File: src/cpu_clk_pkg.sv
// constants for the cpu clock select and divide block
// assumes a 25 MHz system clock and an AXI4-Lite register port
package cpu_clk_pkg;
	// register indices; byte address is four times the index
	localparam logic [15:0] IDX_CPU_DIV  = 16'hfffb;
	localparam logic [15:0] IDX_OSC_SEL  = 16'hfffc;
	localparam logic [15:0] IDX_DIV_SET  = 16'hfffd;
	localparam logic [15:0] IDX_DIV_CLR  = 16'hfffe;
	localparam int          ADDR_W       = 18;

	// cpu_clock_divider_control layout
	localparam logic [7:0]  DIV_RESET    = 8'h01;
	localparam logic [7:0]  DIV_WR_MASK  = 8'h57;
	localparam int          B_FORCE      = 6;
	localparam int          B_ON_SUB     = 5;
	localparam int          B_SUB_SEL    = 4;
	localparam logic [2:0]  DIV_MAX      = 3'h4;

	// oscillator_gain_pin_mode_select layout
	localparam logic [7:0]  OSC_RESET    = 8'h00;
	localparam logic [7:0]  OSC_WR_MASK  = 8'hf1;
	localparam int          B_MAIN_EXT   = 7;
	localparam int          B_MAIN_OSC   = 6;
	localparam int          B_SUB_EXT    = 5;
	localparam int          B_SUB_OSC    = 4;
	localparam int          B_GAIN       = 0;

	// pin modes
	localparam logic [1:0]  PIN_PORT     = 2'h0;
	localparam logic [1:0]  PIN_XTAL     = 2'h1;
	localparam logic [1:0]  PIN_EXT      = 2'h3;

	// axi responses
	localparam logic [1:0]  RESP_OKAY    = 2'h0;
	localparam logic [1:0]  RESP_DECERR  = 2'h3;

	// timing
	localparam int          CLK_PERIOD_NS = 40;
	localparam int          HOLD_MIN_NS   = 4060;
	localparam int          HOLD_MAX_NS   = 16120;
	localparam int          HOLD_CYC      =
		(HOLD_MIN_NS + CLK_PERIOD_NS - 1) / CLK_PERIOD_NS;
	localparam int          HOLD_EXT_CLKS = 160;
	localparam int          MIN_INSTR_CLKS = 2;
	localparam int          SUB_DIV       = 2;
endpackage

File: src/cpu_clk_sel_div.sv
// cpu clock source select, divider, gain hold-off and pin mode decode
// assumes oscillator ticks and stop release arrive as same-clock pulses
//
// The implementer's own choice: the AXI4-Lite interface to the registers.
`timescale 1ns/10ps
// How it works
// software sets gain high above 10 MHz, low from 1 to 10 MHz.
// software sets gain after reset before peripherals, changes it once.
// gain set with crystal source stalls cpu clock 4.06 to 16.12 us.
// gain set with external high-speed input stalls 160 external clocks.
// stop release with gain set stalls cpu clock per source as above.
// stop release on crystal source waits for oscillator stabilization.
// main pin mode bits changed only while main oscillator is halted.
// software writes zero to bits 1 to 3 of oscillator select.
// subsystem pin mode bits act together with force-start bit.
// force-start gives crystal; else ext,osc select port/xtal/port/ext.
// subsystem mode bits changed only while cpu runs on main clock.
// reset loads divider control with 01h, main clock over two.
// divider control takes single-bit as well as whole-byte writes.
// bit 5 is read-only status, 1 when cpu runs on subsystem clock.
// select 0 with codes 000 to 100 divides main by 1 to 16.
// select 1 with codes 000 to 100 gives subsystem clock over two.
// peripheral clock stays undivided whatever cpu ratio is chosen.
// software writes zero to bits 3 and 7 of divider control.
// fastest instruction takes two cpu clocks.
// main clock is high-speed or internal oscillator per mode register.
// switching is glitch-free; status follows the clock actually used.
module cpu_clk_sel_div (
	input  wire logic        i_clk,          // 25 MHz system clock
	input  wire logic        i_rst_b,        // sync reset, active low
	input  wire logic        i_ce,           // freezes all state when low
	input  wire logic [17:0] i_awaddr,       // axi write address
	input  wire logic        i_awvalid,      // axi write address valid
	output logic             o_awready,      // axi write address ready
	input  wire logic [31:0] i_wdata,        // axi write data
	input  wire logic [3:0]  i_wstrb,        // axi write strobes
	input  wire logic        i_wvalid,       // axi write data valid
	output logic             o_wready,       // axi write data ready
	output logic [1:0]       o_bresp,        // axi write response
	output logic             o_bvalid,       // axi write response valid
	input  wire logic        i_bready,       // axi write response ready
	input  wire logic [17:0] i_araddr,       // axi read address
	input  wire logic        i_arvalid,      // axi read address valid
	output logic             o_arready,      // axi read address ready
	output logic [31:0]      o_rdata,        // axi read data
	output logic [1:0]       o_rresp,        // axi read response
	output logic             o_rvalid,       // axi read data valid
	input  wire logic        i_rready,       // axi read data ready
	input  wire logic        i_main_src_hs,  // mode reg: main = high-speed
	input  wire logic        i_hs_tick,      // high-speed clock edge pulse
	input  wire logic        i_ih_tick,      // internal osc edge pulse
	input  wire logic        i_sub_tick,     // subsystem clock edge pulse
	input  wire logic        i_stop_release, // pulse: stop mode released
	input  wire logic        i_osc_stable,   // stabilization count done
	output logic             o_cpu_clk_en,   // cpu clock enable pulse
	output logic             o_periph_clk_en,// undivided peripheral enable
	output logic             o_cpu_held,     // cpu clock withheld
	output logic             o_cpu_on_sub,   // cpu runs on subsystem clock
	output logic             o_drive_gain_high, // oscillator gain high
	output logic [1:0]       o_main_pin_mode,// main pins: port/xtal/ext
	output logic [1:0]       o_sub_pin_mode, // sub pins: port/xtal/ext
	output logic [5:0]       o_min_instr_ticks // source ticks per 2 clocks
);
	typedef enum logic [3:0] {
		ST_IDLE = 4'h1,
		ST_HOLD_TIME = 4'h2,
		ST_HOLD_EXT = 4'h4,
		ST_WAIT_STAB = 4'h8
	} hold_state_t;
	function automatic logic [3:0] div_limit(input logic [2:0] code);
		div_limit = 4'((5'h1 << code) - 5'h1);
	endfunction
	function automatic logic [1:0] pin_mode(input logic ext,
		input logic osc);
		if (!osc)
			pin_mode = cpu_clk_pkg::PIN_PORT;
		else if (ext)
			pin_mode = cpu_clk_pkg::PIN_EXT;
		else
			pin_mode = cpu_clk_pkg::PIN_XTAL;
	endfunction
	function automatic logic [15:0] idx_of(input logic [17:0] addr);
		idx_of = addr[17:2];
	endfunction
	logic [7:0]  div_reg_q, div_reg_d;
	logic [7:0]  osc_reg_q, osc_reg_d;
	logic        gain_done_q, gain_done_d;
	logic        aw_full_q, aw_full_d;
	logic [15:0] aw_idx_q, aw_idx_d;
	logic        w_full_q, w_full_d;
	logic [7:0]  w_byte_q, w_byte_d;
	logic        w_lane_q, w_lane_d;
	logic        bvalid_q, bvalid_d;
	logic [1:0]  bresp_q, bresp_d;
	logic        rvalid_q, rvalid_d;
	logic [1:0]  rresp_q, rresp_d;
	logic [31:0] rdata_q, rdata_d;
	logic        gain_rise;
	hold_state_t st_q, st_d;
	logic [8:0]  hold_cnt_q, hold_cnt_d;
	logic [3:0]  div_cnt_q, div_cnt_d;
	logic [2:0]  act_div_q, act_div_d;
	logic        act_sub_q, act_sub_d;
	logic        sub_ph_q, sub_ph_d;
	logic        cpu_en_q, cpu_en_d;
	logic        per_en_q, per_en_d;
	logic [5:0]  instr_q, instr_d;
	logic        main_tick, period_end, hs_ext, hs_xtal, do_write;
	logic [7:0]  wmask, div_new, osc_new;
	assign o_awready = i_ce && !aw_full_q && !bvalid_q;
	assign o_wready  = i_ce && !w_full_q && !bvalid_q;
	assign o_arready = i_ce && !rvalid_q;
	assign o_bvalid  = bvalid_q;
	assign o_bresp   = bresp_q;
	assign o_rvalid  = rvalid_q;
	assign o_rresp   = rresp_q;
	assign o_rdata   = rdata_q;
	assign do_write = aw_full_q && w_full_q && !bvalid_q;
	assign wmask    = w_byte_q & cpu_clk_pkg::DIV_WR_MASK & {8{w_lane_q}};
	always_comb begin
		aw_full_d = aw_full_q;
		aw_idx_d  = aw_idx_q;
		w_full_d  = w_full_q;
		w_byte_d  = w_byte_q;
		w_lane_d  = w_lane_q;
		bvalid_d  = bvalid_q;
		bresp_d   = bresp_q;
		div_reg_d = div_reg_q;
		osc_reg_d = osc_reg_q;
		gain_done_d = gain_done_q;
		div_new   = div_reg_q;
		osc_new   = osc_reg_q;
		gain_rise = 1'b0;
		if (o_awready && i_awvalid) begin
			aw_full_d = 1'b1;
			aw_idx_d  = idx_of(i_awaddr);
		end
		if (o_wready && i_wvalid) begin
			w_full_d = 1'b1;
			w_byte_d = i_wdata[7:0];
			w_lane_d = i_wstrb[0];
		end
		if (bvalid_q && i_bready)
			bvalid_d = 1'b0;
		if (do_write) begin
			aw_full_d = 1'b0;
			w_full_d  = 1'b0;
			bvalid_d  = 1'b1;
			bresp_d   = cpu_clk_pkg::RESP_OKAY;
			case (aw_idx_q)
			cpu_clk_pkg::IDX_CPU_DIV:
				div_new = (div_reg_q & ~cpu_clk_pkg::DIV_WR_MASK)
					| wmask;
			cpu_clk_pkg::IDX_DIV_SET:
				div_new = div_reg_q | wmask;
			cpu_clk_pkg::IDX_DIV_CLR:
				div_new = div_reg_q & ~wmask;
			cpu_clk_pkg::IDX_OSC_SEL: begin
				if (w_lane_q)
					osc_new = w_byte_q & cpu_clk_pkg::OSC_WR_MASK;
				// gain may change once per reset
				if (gain_done_q)
					osc_new[cpu_clk_pkg::B_GAIN] =
						osc_reg_q[cpu_clk_pkg::B_GAIN];
			end
			default:
				bresp_d = cpu_clk_pkg::RESP_DECERR;
			endcase
			// prohibited select/divide codes leave the old setting
			if (div_new[2:0] <= cpu_clk_pkg::DIV_MAX)
				div_reg_d = div_new;
			else
				div_reg_d = {div_new[7:5], div_reg_q[4:0]};
			if (osc_new[cpu_clk_pkg::B_GAIN] !=
				osc_reg_q[cpu_clk_pkg::B_GAIN])
				gain_done_d = 1'b1;
			gain_rise = osc_new[cpu_clk_pkg::B_GAIN]
				&& !osc_reg_q[cpu_clk_pkg::B_GAIN];
			osc_reg_d = osc_new;
		end
	end
	always_comb begin
		rvalid_d = rvalid_q;
		rresp_d  = rresp_q;
		rdata_d  = rdata_q;
		if (rvalid_q && i_rready)
			rvalid_d = 1'b0;
		if (o_arready && i_arvalid) begin
			rvalid_d = 1'b1;
			rresp_d  = cpu_clk_pkg::RESP_OKAY;
			rdata_d  = 32'h0;
			case (idx_of(i_araddr))
			cpu_clk_pkg::IDX_CPU_DIV,
			cpu_clk_pkg::IDX_DIV_SET,
			cpu_clk_pkg::IDX_DIV_CLR: begin
				rdata_d[7:0] = div_reg_q & cpu_clk_pkg::DIV_WR_MASK;
				rdata_d[cpu_clk_pkg::B_ON_SUB] = act_sub_q;
			end
			cpu_clk_pkg::IDX_OSC_SEL:
				rdata_d[7:0] = osc_reg_q;
			default:
				rresp_d = cpu_clk_pkg::RESP_DECERR;
			endcase
		end
	end
	assign main_tick = i_main_src_hs ? i_hs_tick : i_ih_tick;
	assign hs_ext  = i_main_src_hs
		&& (o_main_pin_mode == cpu_clk_pkg::PIN_EXT);
	assign hs_xtal = i_main_src_hs
		&& (o_main_pin_mode == cpu_clk_pkg::PIN_XTAL);
	assign period_end = act_sub_q ? (i_sub_tick && sub_ph_q)
		: (main_tick && (div_cnt_q == div_limit(act_div_q)));
	// hold-off sequencer
	always_comb begin
		st_d = st_q;
		hold_cnt_d = hold_cnt_q;
		case (st_q)
		ST_IDLE: begin
			hold_cnt_d = 9'h0;
			if (!act_sub_q && i_stop_release && hs_xtal)
				st_d = ST_WAIT_STAB;
			else if (!act_sub_q && hs_ext && (gain_rise ||
				(i_stop_release && osc_reg_q[cpu_clk_pkg::B_GAIN])))
				st_d = ST_HOLD_EXT;
			else if (!act_sub_q && gain_rise && hs_xtal)
				st_d = ST_HOLD_TIME;
			else if (!act_sub_q && !i_main_src_hs && i_stop_release
				&& osc_reg_q[cpu_clk_pkg::B_GAIN])
				st_d = ST_HOLD_TIME;
		end
		ST_HOLD_TIME: begin
			hold_cnt_d = hold_cnt_q + 9'h1;
			if (hold_cnt_q == 9'(cpu_clk_pkg::HOLD_CYC - 1))
				st_d = ST_IDLE;
		end
		ST_HOLD_EXT: begin
			if (i_hs_tick)
				hold_cnt_d = hold_cnt_q + 9'h1;
			if (i_hs_tick &&
				hold_cnt_q == 9'(cpu_clk_pkg::HOLD_EXT_CLKS - 1))
				st_d = ST_IDLE;
		end
		ST_WAIT_STAB: begin
			if (i_osc_stable)
				st_d = ST_IDLE;
		end
		default: begin
			st_d = ST_IDLE;
			hold_cnt_d = 9'h0;
		end
		endcase
	end
	// divider; new source and ratio are taken only at a period end
	always_comb begin
		div_cnt_d = div_cnt_q;
		sub_ph_d  = sub_ph_q;
		act_div_d = act_div_q;
		act_sub_d = act_sub_q;
		if (act_sub_q) begin
			if (i_sub_tick)
				sub_ph_d = !sub_ph_q;
		end else if (main_tick) begin
			div_cnt_d = div_cnt_q + 4'h1;
		end
		if (period_end) begin
			div_cnt_d = 4'h0;
			sub_ph_d  = 1'b0;
			act_div_d = div_reg_q[2:0];
			act_sub_d = div_reg_q[cpu_clk_pkg::B_SUB_SEL];
		end
		cpu_en_d = period_end && (st_q == ST_IDLE);
		per_en_d = main_tick;
		instr_d  = act_sub_q
			? 6'(cpu_clk_pkg::MIN_INSTR_CLKS * cpu_clk_pkg::SUB_DIV)
			: 6'(cpu_clk_pkg::MIN_INSTR_CLKS) << act_div_q;
	end
	always_ff @(posedge i_clk) begin
		if (!i_rst_b) begin
			div_reg_q   <= cpu_clk_pkg::DIV_RESET;
			osc_reg_q   <= cpu_clk_pkg::OSC_RESET;
			gain_done_q <= 1'b0;
			aw_full_q   <= 1'b0;
			aw_idx_q    <= 16'h0;
			w_full_q    <= 1'b0;
			w_byte_q    <= 8'h0;
			w_lane_q    <= 1'b0;
			bvalid_q    <= 1'b0;
			bresp_q     <= cpu_clk_pkg::RESP_OKAY;
			rvalid_q    <= 1'b0;
			rresp_q     <= cpu_clk_pkg::RESP_OKAY;
			rdata_q     <= 32'h0;
			st_q        <= ST_IDLE;
			hold_cnt_q  <= 9'h0;
			div_cnt_q   <= 4'h0;
			act_div_q   <= cpu_clk_pkg::DIV_RESET[2:0];
			act_sub_q   <= 1'b0;
			sub_ph_q    <= 1'b0;
			cpu_en_q    <= 1'b0;
			per_en_q    <= 1'b0;
			instr_q     <= 6'(cpu_clk_pkg::MIN_INSTR_CLKS)
				<< cpu_clk_pkg::DIV_RESET[2:0];
		end else if (i_ce) begin
			div_reg_q   <= div_reg_d;
			osc_reg_q   <= osc_reg_d;
			gain_done_q <= gain_done_d;
			aw_full_q   <= aw_full_d;
			aw_idx_q    <= aw_idx_d;
			w_full_q    <= w_full_d;
			w_byte_q    <= w_byte_d;
			w_lane_q    <= w_lane_d;
			bvalid_q    <= bvalid_d;
			bresp_q     <= bresp_d;
			rvalid_q    <= rvalid_d;
			rresp_q     <= rresp_d;
			rdata_q     <= rdata_d;
			st_q        <= st_d;
			hold_cnt_q  <= hold_cnt_d;
			div_cnt_q   <= div_cnt_d;
			act_div_q   <= act_div_d;
			act_sub_q   <= act_sub_d;
			sub_ph_q    <= sub_ph_d;
			cpu_en_q    <= cpu_en_d;
			per_en_q    <= per_en_d;
			instr_q     <= instr_d;
		end
	end
	assign o_cpu_clk_en      = cpu_en_q;
	assign o_periph_clk_en   = per_en_q;
	assign o_cpu_held        = (st_q != ST_IDLE);
	assign o_cpu_on_sub      = act_sub_q;
	assign o_min_instr_ticks = instr_q;
	assign o_drive_gain_high = osc_reg_q[cpu_clk_pkg::B_GAIN];
	assign o_main_pin_mode   = pin_mode(osc_reg_q[cpu_clk_pkg::B_MAIN_EXT],
		osc_reg_q[cpu_clk_pkg::B_MAIN_OSC]);
	// force-start overrides the subsystem select pair
	assign o_sub_pin_mode = div_reg_q[cpu_clk_pkg::B_FORCE]
		? cpu_clk_pkg::PIN_XTAL
		: pin_mode(osc_reg_q[cpu_clk_pkg::B_SUB_EXT],
			osc_reg_q[cpu_clk_pkg::B_SUB_OSC]);
endmodule

File: config.mk
export PLATFORM = sky130hd
export DESIGN_NAME = cpu_clk_sel_div
export DESIGN_NICKNAME = d
export VERILOG_FILES = /design/src/cpu_clk_pkg.sv /design/src/cpu_clk_sel_div.sv
export SDC_FILE = /design/constraint.sdc
export NUM_CORES = 1
export LEC_CHECK = 0
export ABC_AREA = 1
export BUFFER_PORTS_ARGS = -buffer_cell sky130_fd_sc_hd__buf_2
export CAP_MARGIN = 20
export CORE_AREA = 2 2 105 117
export CTS_CLUSTER_SIZE = 8
export DETAILED_ROUTE_END_ITERATION = 10
export DIE_AREA = 0 0 107 119
export HOLD_SLACK_MARGIN = 0.12
export PLACE_DENSITY = 0.66
export SLEW_MARGIN = 5
export SYNTH_ARGS = -nofsm -noshare
export SYNTH_HDL_FRONTEND = slang
export SYNTH_SLANG_ARGS = --single-unit
File: constraint.sdc
create_clock -name i_clk -period 3.06 [get_ports i_clk]
set_clock_uncertainty 0.2 [all_clocks]
set_input_delay 0.153 -clock i_clk [delete_from_list [all_inputs] [get_ports i_clk]]
set_output_delay 0.153 -clock i_clk [all_outputs]
set_load 0.05 [all_outputs]
==> Implementation_results.wiki, run 1 <==
{| class="wikitable"
! Metric !! Value
|-
| Detailed-routed wire length on met3 || 371 um
|-
| CTS Buf Count || 9
|-
| Final Max Tran Viols || 0
|-
| Wire length of the first global-routing pass || 16.5 mm
|-
| Post-synthesis share of cell area spent on and, or, nand and nor gates || 0.322
|-
| Post-synthesis register bit count || 78
|-
| Layout area overhead || 32.4%
|-
| WP data arrival || 2.97 ns
|-
| Setup Viol. Count Final || 0
|-
| Share of synthesized area spent on multiplexers || 0.00245
|-
| Area fraction of the dominant cell type after synthesis || 0.382
|-
| Cell with the biggest individual delay on the critical path || sky130_fd_sc_hd__dlygate4sd3_1
|-
| Ratio of final minimum period to clock period || 0.952
|-
| Largest voltage drop on the vdd net || 0.000253 V
|-
| Share of flip-flops with an asynchronous set or reset || 0
|-
| ANT nets after route || 0
|-
| Clock root buffer || sky130_fd_sc_hd__clkbuf_16
|-
| Vias after detailed routing || 4014
|-
| R2r worst-path depth || 18
|-
| Max-cap check violation count || 0
|-
| Met1 layer wirelength in the final routing || about 4.5 mm
|-
| Number of filler cells placed in the layout || 1179
|-
| Sequential cell area fraction in the yosys report || 0.382
|-
| DIE AREA || 0.0127 mm^2
|-
| Area fraction in compound gates after synthesis || 0.141
|-
| Shortest period the worst path allows || 2.91 ns
|-
| Startpoint of the most critical register-to-register path || aw_idx_q[8]
|-
| CTS tree || built
|-
| Placed wire-length estimate || slightly above 7 mm
|-
| Placer Congestion || 0.806
|-
| Most used flip-flop cell after synthesis || sky130_fd_sc_hd__dfxtp_1
|-
| Worst slew pin tran || 0.684 ns
|-
| Number of enable flip-flop cells after synthesis || 0
|-
| Global route overflow || 0
|-
| Number of synthesis warnings || 0
|-
| 1st-iter DRT viols || 178
|-
| CP top delay family || buffers and inverters
|-
| Worst slew margin || 0.541
|-
| Post-route DRC || 0
|-
| DIE WIDTH || 107 um
|-
| Cell taking the most area after synthesis || sky130_fd_sc_hd__dfxtp_1
|-
| Launching instance or port of the critical path || i_araddr[6]
|-
| Dominant combinational cell family by area after synthesis || simple AND/OR/NAND/NOR gates
|-
| Layout net count || 806
|-
| Row Count || between 40 and 50
|-
| Distinct cell type count after synthesis || 42
|-
| Final TNS setup || 0 ns
|-
| Adder and majority cell fraction of the synthesized area || 0.0153
|-
| Power density over the cells || 546 mW/mm^2
|-
| Kind of capture point of the worst setup path || register
|-
| HP Start || i_wvalid
|-
| Worst min-delay path category || input pin to register
|-
| Setup repair after global routing missed its margin || false
|-
| Result of the run || completed
|-
| Detailed-route wire length per cell || between 10 and 15 um
|-
| Synth top cells by count || 93 x sky130_fd_sc_hd__nand2_1, 93 x sky130_fd_sc_hd__nor2_1, 78 x sky130_fd_sc_hd__dfxtp_1
|-
| Count of cells along the worst hold path || 4
|-
| Syn Area/Cell || 7.09 um^2
|-
| # IOs || 142
|-
| Largest stage delay on the critical path || 0.58 ns
|-
| Post-CTS Setup Inserts || 0
|-
| Number of antenna diodes || 0
|-
| Cells along the critical path || dlygate4sd3_1, buf_2, nand4_1, dlygate4sd3_1, nor3_2, dlygate4sd3_1, nand3_1, dlygate4sd3_1, a21oi_1
|-
| Number of instances in the synthesized netlist || between 500 and 600
|-
| Core Area || 0.0117 mm^2
|-
| Most numerous cell on the critical path || sky130_fd_sc_hd__dlygate4sd3_1
|-
| Ranking of synthesized cells by area || sky130_fd_sc_hd__dfxtp_1 38%, sky130_fd_sc_hd__nand2_1 8.5%, sky130_fd_sc_hd__nor2_1 8.5%
|-
| Clock transition at the register clock pins on the worst setup and hold paths after CTS || 0.06 ns
|-
| Initial antenna violation count || 0
|-
| Highest layer used for signal routing || met4
|-
| Hold violation count in the final report || 0
|-
| Synthesized cell area || 0.00408 mm^2
|-
| Total detailed-routing wirelength || between 9 and 10 mm
|-
| Total track usage || 0.160
|-
| Number of buffer and inverter instances along the worst setup path || 5
|-
| Depth of the critical timing path with buffers and inverters included || 9
|-
| Effective utilization at floorplan || 0.348
|-
| WL met2 || 4.92 mm
|-
| Critical Path Source Type || input pin
|-
| Worst Path Max Fanout || 3
|-
| Vias per cell || 4.60
|-
| Quantity of I/O buffers inserted on ports || 84
|-
| TritonRoute pass-1 iters || 4
|-
| Finished Core Util || 0.461
|-
| Y dimension of the die || between 100 and 150 um
|-
| Vias in the first global route || about 3700
|-
| Clock tree sinks || 78
|-
| Clock latency at the later pin of the worst-skew pair || 0.33 ns
|-
| Maximum clock insertion buffer count || 2
|-
| Required time at the worst-slack endpoint || 3.12 ns
|-
| Highest clock rate || 343 MHz
|-
| Fraction of layout instances using a drive strength above 1 || 0.210
|-
| CTS H-tree depth || 3
|-
| Static leakage power || 2.42 nW
|-
| Path type of the worst setup path || input pin to register
|-
| Area share of xor/xnor cells in the synthesized design || 0.0107
|-
| Pin count of the biggest net entering global routing || 32
|}
==> flip-flops by register name (all words and copies together), names as in the netlist, 5 cells and up <==
| name | count |
|---|---|
| aw_idx_q | 16 |
| o_rdata | 8 |
| o_min_instr_ticks | 5 |
| hold_cnt_q | 9 |
| div_reg_q | 5 |
| osc_reg_q | 5 |
| w_byte_q | 7 |
==> timing repair <==
item                                    in CTS  in global routing
hold endpoints to repair                    39                  0
hold buffers                                58                  0
endpoints found under the setup margin       0                  1
gates resized for setup                      0                  1
==> where the power goes <==
| part | internal, mW | switching [mW] |
|---|---|---|
| clock network | 0.625 | 0.409 |
| logic | 0.259 | 0.485 |
| registers | 1.10 | 0.0784 |
| total | 1.98 | 0.972 |
==> cell type report <==
cell class / instances / area [um^2] / share of cell area
clock buffers: 9 / 225 / 0.0417
clock inverters: 6 / 63.8 / 0.0118
inverters: 65 / 246 / 0.0456
multi-input cells: 418 / 2110 / 0.390
flip-flops and latches: 78 / 1560 / 0.289
well taps: 154 / 193 / 0.0356
repair buffers: 143 / 1010 / 0.187
==> cells by family after synthesis <==
kind of cell | Yosys count
DFF | 78
muxes | 1
buffers and inverters | 104
and+or+nand+nor | 278
AOI/OAI and AO/OA | 104
other | 1
xor gates and xnor gates | 5
adders and majority gates | 5
==> through the flow <==
stage	total power, mW	worst slack [ns]	area (um^2)	std cells	hold WS (ns)
CTS	2.97	0.0947	5400	873	0.120
global route	3.11	0.0571	5410	873	0.178
finish	2.95	0.148	5410	873	0.117
floorplan	1.74	0.726	4170	600	0.118
detailed placement	1.87	0.476	4530	800	0.211
global placement	1.86	0.476	4530	800	0.208
==> path summary, 6_finish.rpt <==
kind | to | slack [ns]
max | o_rdata[7] | 0.15
min | w_byte_q[7] | 0.12
max reg2reg | st_q[3] | 0.49
min reg2reg | o_rdata[3] | 0.25
==> cell usage in the layout, fill, tap and decap left out, drive strengths merged, types with 12 or more instances in the layout <==
cell,instances
nand4,12
conb,25
a21oi,37
dlygate4sd3,58
nor3,13
dfxtp,78
inv,62
buf,85
nand3,23
nand2,112
o21ai,47
nor2,108
==> per-layer routing <==
layer  vias to the layer above  global-route usage
met2                        84               0.279
li1                       2102                   -
met3                        19              0.0317
met1                      1809               0.193
met4                         0              0.0584
met5                         -                   0
==> worst register-to-register path: stages, from the launching register on <==
cell and delay [ns]:
sky130_fd_sc_hd__dfxtp_1 0.34, sky130_fd_sc_hd__nand2_2 0.07, sky130_fd_sc_hd__nor2_4 0.12, sky130_fd_sc_hd__nand2_4 0.10, sky130_fd_sc_hd__inv_4 0.08, sky130_fd_sc_hd__nand3_1 0.07
sky130_fd_sc_hd__inv_1 0.12, sky130_fd_sc_hd__nand3b_1 0.10, sky130_fd_sc_hd__o21ai_0 0.22, sky130_fd_sc_hd__inv_1 0.07, sky130_fd_sc_hd__ha_1 0.19, sky130_fd_sc_hd__nand2_1 0.07
sky130_fd_sc_hd__nand2_1 0.05, sky130_fd_sc_hd__nand4_1 0.08, sky130_fd_sc_hd__nand3_1 0.11, sky130_fd_sc_hd__o21ai_2 0.26, sky130_fd_sc_hd__nand2_1 0.07, sky130_fd_sc_hd__o21ai_1 0.08
sky130_fd_sc_hd__nor2_1 0.05
Note: power is estimated with default switching activity, not from simulation.
==> run 2, diff against run 1 <==
Settings changed: RECOVER_POWER set to 50.
==> run 2 against run 1 <==
First-iteration DRC count decreased by 4.5%. Non-clock buffer count unchanged. Critical path type unchanged. Power decreased by 0.42%. Combinational power decreased by 1%. Cell count unchanged. Setup slack got worse by 0.0017 ns. Worst hold slack improved by 0.0098 ns.
==> Implementation_results.wiki, run 2 (synthesized netlist as in run 1, its figures left out) <==
{| class="wikitable"
! Metric !! Value
|-
| Effective utilization at floorplan || 0.348 (unchanged)
|-
| Internal reg-to-reg setup slack || 0.49 ns (about the same)
|-
| Destination of the worst register-to-register timing path || st_q[3]
|-
| Core Area || 0.0117 mm^2 (unchanged)
|-
| CP top delay family || buffers and inverters
|-
| Quantity of I/O buffers inserted on ports || 84 (unchanged)
|-
| Worst Path Max Fanout || 3 (unchanged)
|-
| Number of antenna diodes || 0 (unchanged)
|-
| Clock root buffer || sky130_fd_sc_hd__clkbuf_16
|-
| CTS H-tree depth || 3 (unchanged)
|-
| Combined area of the multi-input logic cells || 0.00209 mm^2 (-0.95%)
|-
| Clock tree sinks || 78 (unchanged)
|-
| Required time at the worst-slack endpoint || 3.12 ns (about the same)
|-
| CTS tree || built
|-
| Internal power || 1.97 mW (-0.44%)
|-
| Placed wire-length estimate || 7.09 mm (unchanged)
|-
| Number of buffer and inverter instances along the worst setup path || 5 (unchanged)
|-
| Largest register by flop count || aw_idx_q
|-
| Max reg flops || 16 (unchanged)
|-
| Startpoint of the most critical register-to-register path || aw_idx_q[8]
|-
| Post-route DRC || 0 (unchanged)
|-
| 1st-iter DRT viols || 170 (-4.5%)
|-
| Layout area overhead || 30.9%
|-
| Worst min-delay path category || input pin to register
|-
| Initial antenna violation count || 0 (unchanged)
|-
| Shortest period the worst path allows || 2.91 ns (+0.00171 ns)
|-
| Hold violation count in the final report || 0 (unchanged)
|-
| Vias in the first global route || 3726 (unchanged)
|-
| DIE AREA || 0.0127 mm^2 (unchanged)
|-
| Setup repair after global routing missed its margin || false
|-
| Total detailed-routing wirelength || 9.99 mm (+0.25%)
|-
| Final Max Tran Viols || 0 (unchanged)
|-
| Worst slew pin tran || 1.10 ns (+0.415 ns)
|-
| Global route overflow || 0 (unchanged)
|-
| Switch share || 0.329 (about the same)
|-
| Fraction of power consumed by combinational cells || 0.249 (-0.003)
|-
| Final TNS setup || 0 ns (unchanged)
|-
| Cells along the critical path || dlygate4sd3_1, buf_2, nand4_1, dlygate4sd3_1, nor3_2, dlygate4sd3_1, nand3_1, dlygate4sd3_1, a21oi_1
|-
| Count of cells along the worst hold path || 4 (unchanged)
|-
| Leading cell types in the layout, fill and taps excluded || 94 x sky130_fd_sc_hd__nor2_1, 94 x sky130_fd_sc_hd__nand2_1, 78 x sky130_fd_sc_hd__dfxtp_1, 58 x sky130_fd_sc_hd__dlygate4sd3_1
|-
| Total track usage || 0.160 (unchanged)
|-
| Clock latency at the later pin of the worst-skew pair || 0.33 ns (about the same)
|-
| Kind of capture point of the worst setup path || register
|-
| DIE WIDTH || 107 um (unchanged)
|-
| # IOs || 142 (unchanged)
|-
| ANT nets after route || 0 (unchanged)
|-
| Final instance area || 0.00535 mm^2 (-1.1%)
|-
| Result of the run || completed
|-
| Finished Core Util || 0.456 (-0.00502)
|-
| CTS Buf Count || 9 (unchanged)
|-
| HP Start || i_wvalid
|-
| Post-CTS Setup Inserts || 0 (unchanged)
|-
| Reg power frac || 0.400 (+0.002)
|-
| Largest stage delay on the critical path || 0.58 ns (about the same)
|-
| Detailed-route wire length per cell || 11.4 um (+0.25%)
|-
| Pin count of the biggest net entering global routing || 32 (unchanged)
|-
| Register area || 0.00156 mm^2 (unchanged)
|-
| WP data arrival || 2.97 ns (about the same)
|-
| Largest voltage drop on the vdd net || 0.000252 V (about the same)
|-
| Layout net count || 806 (unchanged)
|-
| Vias after detailed routing || 4009 (-0.12%)
|-
| Placer Congestion || 0.806 (unchanged)
|-
| Fraction of layout instances using a drive strength above 1 || 0.164 (-0.0459)
|-
| Worst hold-check slack || 0.126 ns (+0.00980 ns)
|-
| Clock transition at the register clock pins on the worst setup and hold paths after CTS || 0.06 ns (about the same)
|-
| Clock Power Share || 0.351 (about the same)
|-
| Ratio of final minimum period to clock period || 0.952 (about the same)
|-
| Net load switching power || 0.969 mW (-0.36%)
|-
| Highest clock rate || 343 MHz (about the same)
|-
| WHS Endpoint || w_byte_q[4]
|-
| Static leakage power || 2.30 nW (-4.9%)
|-
| TritonRoute pass-1 iters || 4 (unchanged)
|-
| Y dimension of the die || 119 um (unchanged)
|-
| Worst slew margin || 0.261 (-0.280)
|-
| Most numerous cell on the critical path || sky130_fd_sc_hd__dlygate4sd3_1
|-
| Critical Path Source Type || input pin
|-
| Cell with the biggest individual delay on the critical path || sky130_fd_sc_hd__dlygate4sd3_1
|-
| Power density over the cells || 550 mW/mm^2 (+0.68%)
|-
| Wire length of the first global-routing pass || 16.5 mm (unchanged)
|-
| Row Count || 42 (unchanged)
|-
| R2r worst-path depth || 18 (unchanged)
|-
| Setup Viol. Count Final || 0 (unchanged)
|-
| Maximum clock insertion buffer count || 2 (unchanged)
|-
| Vias per cell || 4.59 (-0.12%)
|-
| Number of filler cells placed in the layout || 1196 (+1.4%)
|-
| Max-cap check violation count || 0 (unchanged)
|-
| Post-placement cell area || 0.00453 mm^2 (unchanged)
|-
| Path type of the worst setup path || input pin to register
|}
==> run 2: cell types whose count changed in the layout (fill, tap and decap cells not counted), sizes merged <==
cell    delta
clkbuf    +30
buf       -30
==> run 2: layer usage <==
layer,share of wire,vias up,GRT usage
li1,-,2099,-
met1,0.45,1802,0.193
met2,0.49,90,0.279
met3,0.043,18,0.0317
met4,0.018,0,0.0584
met5,0,-,0
==> run 2: cell type report <==
cell class / instances / share of cell area
Clock buffer: 9 / 0.0421
Multi-Input combinational cell: 418 / 0.391
Sequential cell: 78 / 0.292
Tap cell: 154 / 0.0360
Clock inverter: 6 / 0.0119
Timing Repair Buffer: 143 / 0.181
Inverter: 65 / 0.0461
==> run 2: what timing repair did <==
item                                    4_1_cts  5_1_grt
hold buffers                                 58        0
endpoints found under the setup margin        0        1
endpoints found under the hold margin        39        0
gates resized for setup                       0        1
==> run 2: per-stage QoR <==
| step | setup WS (ns) | total power, mW | instances |
|---|---|---|---|
| 6_report | 0.147 | 2.94 | 873 |
| 5_1_grt | 0.0561 | 3.10 | 873 |
| 4_1_cts | 0.0947 | 2.97 | 873 |
| 3_5_place_dp | 0.476 | 1.87 | 800 |
| 3_3_place_gp | 0.476 | 1.86 | 800 |
| 2_1_floorplan | 0.726 | 1.74 | 600 |
==> run 2: worst min-delay path, cell delays in order <==
cell                      delay, ns
sky130_fd_sc_hd__buf_2         0.09
sky130_fd_sc_hd__nand2_1       0.18
sky130_fd_sc_hd__o21ai_0       0.11
sky130_fd_sc_hd__nor2_1        0.08
==> run 2: worst max-delay path by stage <==
stage / to / from / cells past startpoint
after floorplan: o_rdata[0] / o_rvalid / 5
after detailed placement: st_q[3] / aw_idx_q[8] / 18
after CTS: o_rdata[7] / i_araddr[6] / 9
after global placement: st_q[3] / aw_idx_q[9] / 18
after global routing: o_rdata[7] / i_araddr[6] / 9
final: o_rdata[7] / i_araddr[6] / 9
==> run 2: power by group through the flow <==
stage	Clock, mW	Combinational [mW]	Sequential (mW)
2_1_floorplan	0	0.505	1.24
3_3_place_gp	0	0.662	1.20
3_5_place_dp	0	0.673	1.20
4_1_cts	1.06	0.740	1.18
5_1_grt	1.10	0.810	1.19
6_report	1.03	0.732	1.18
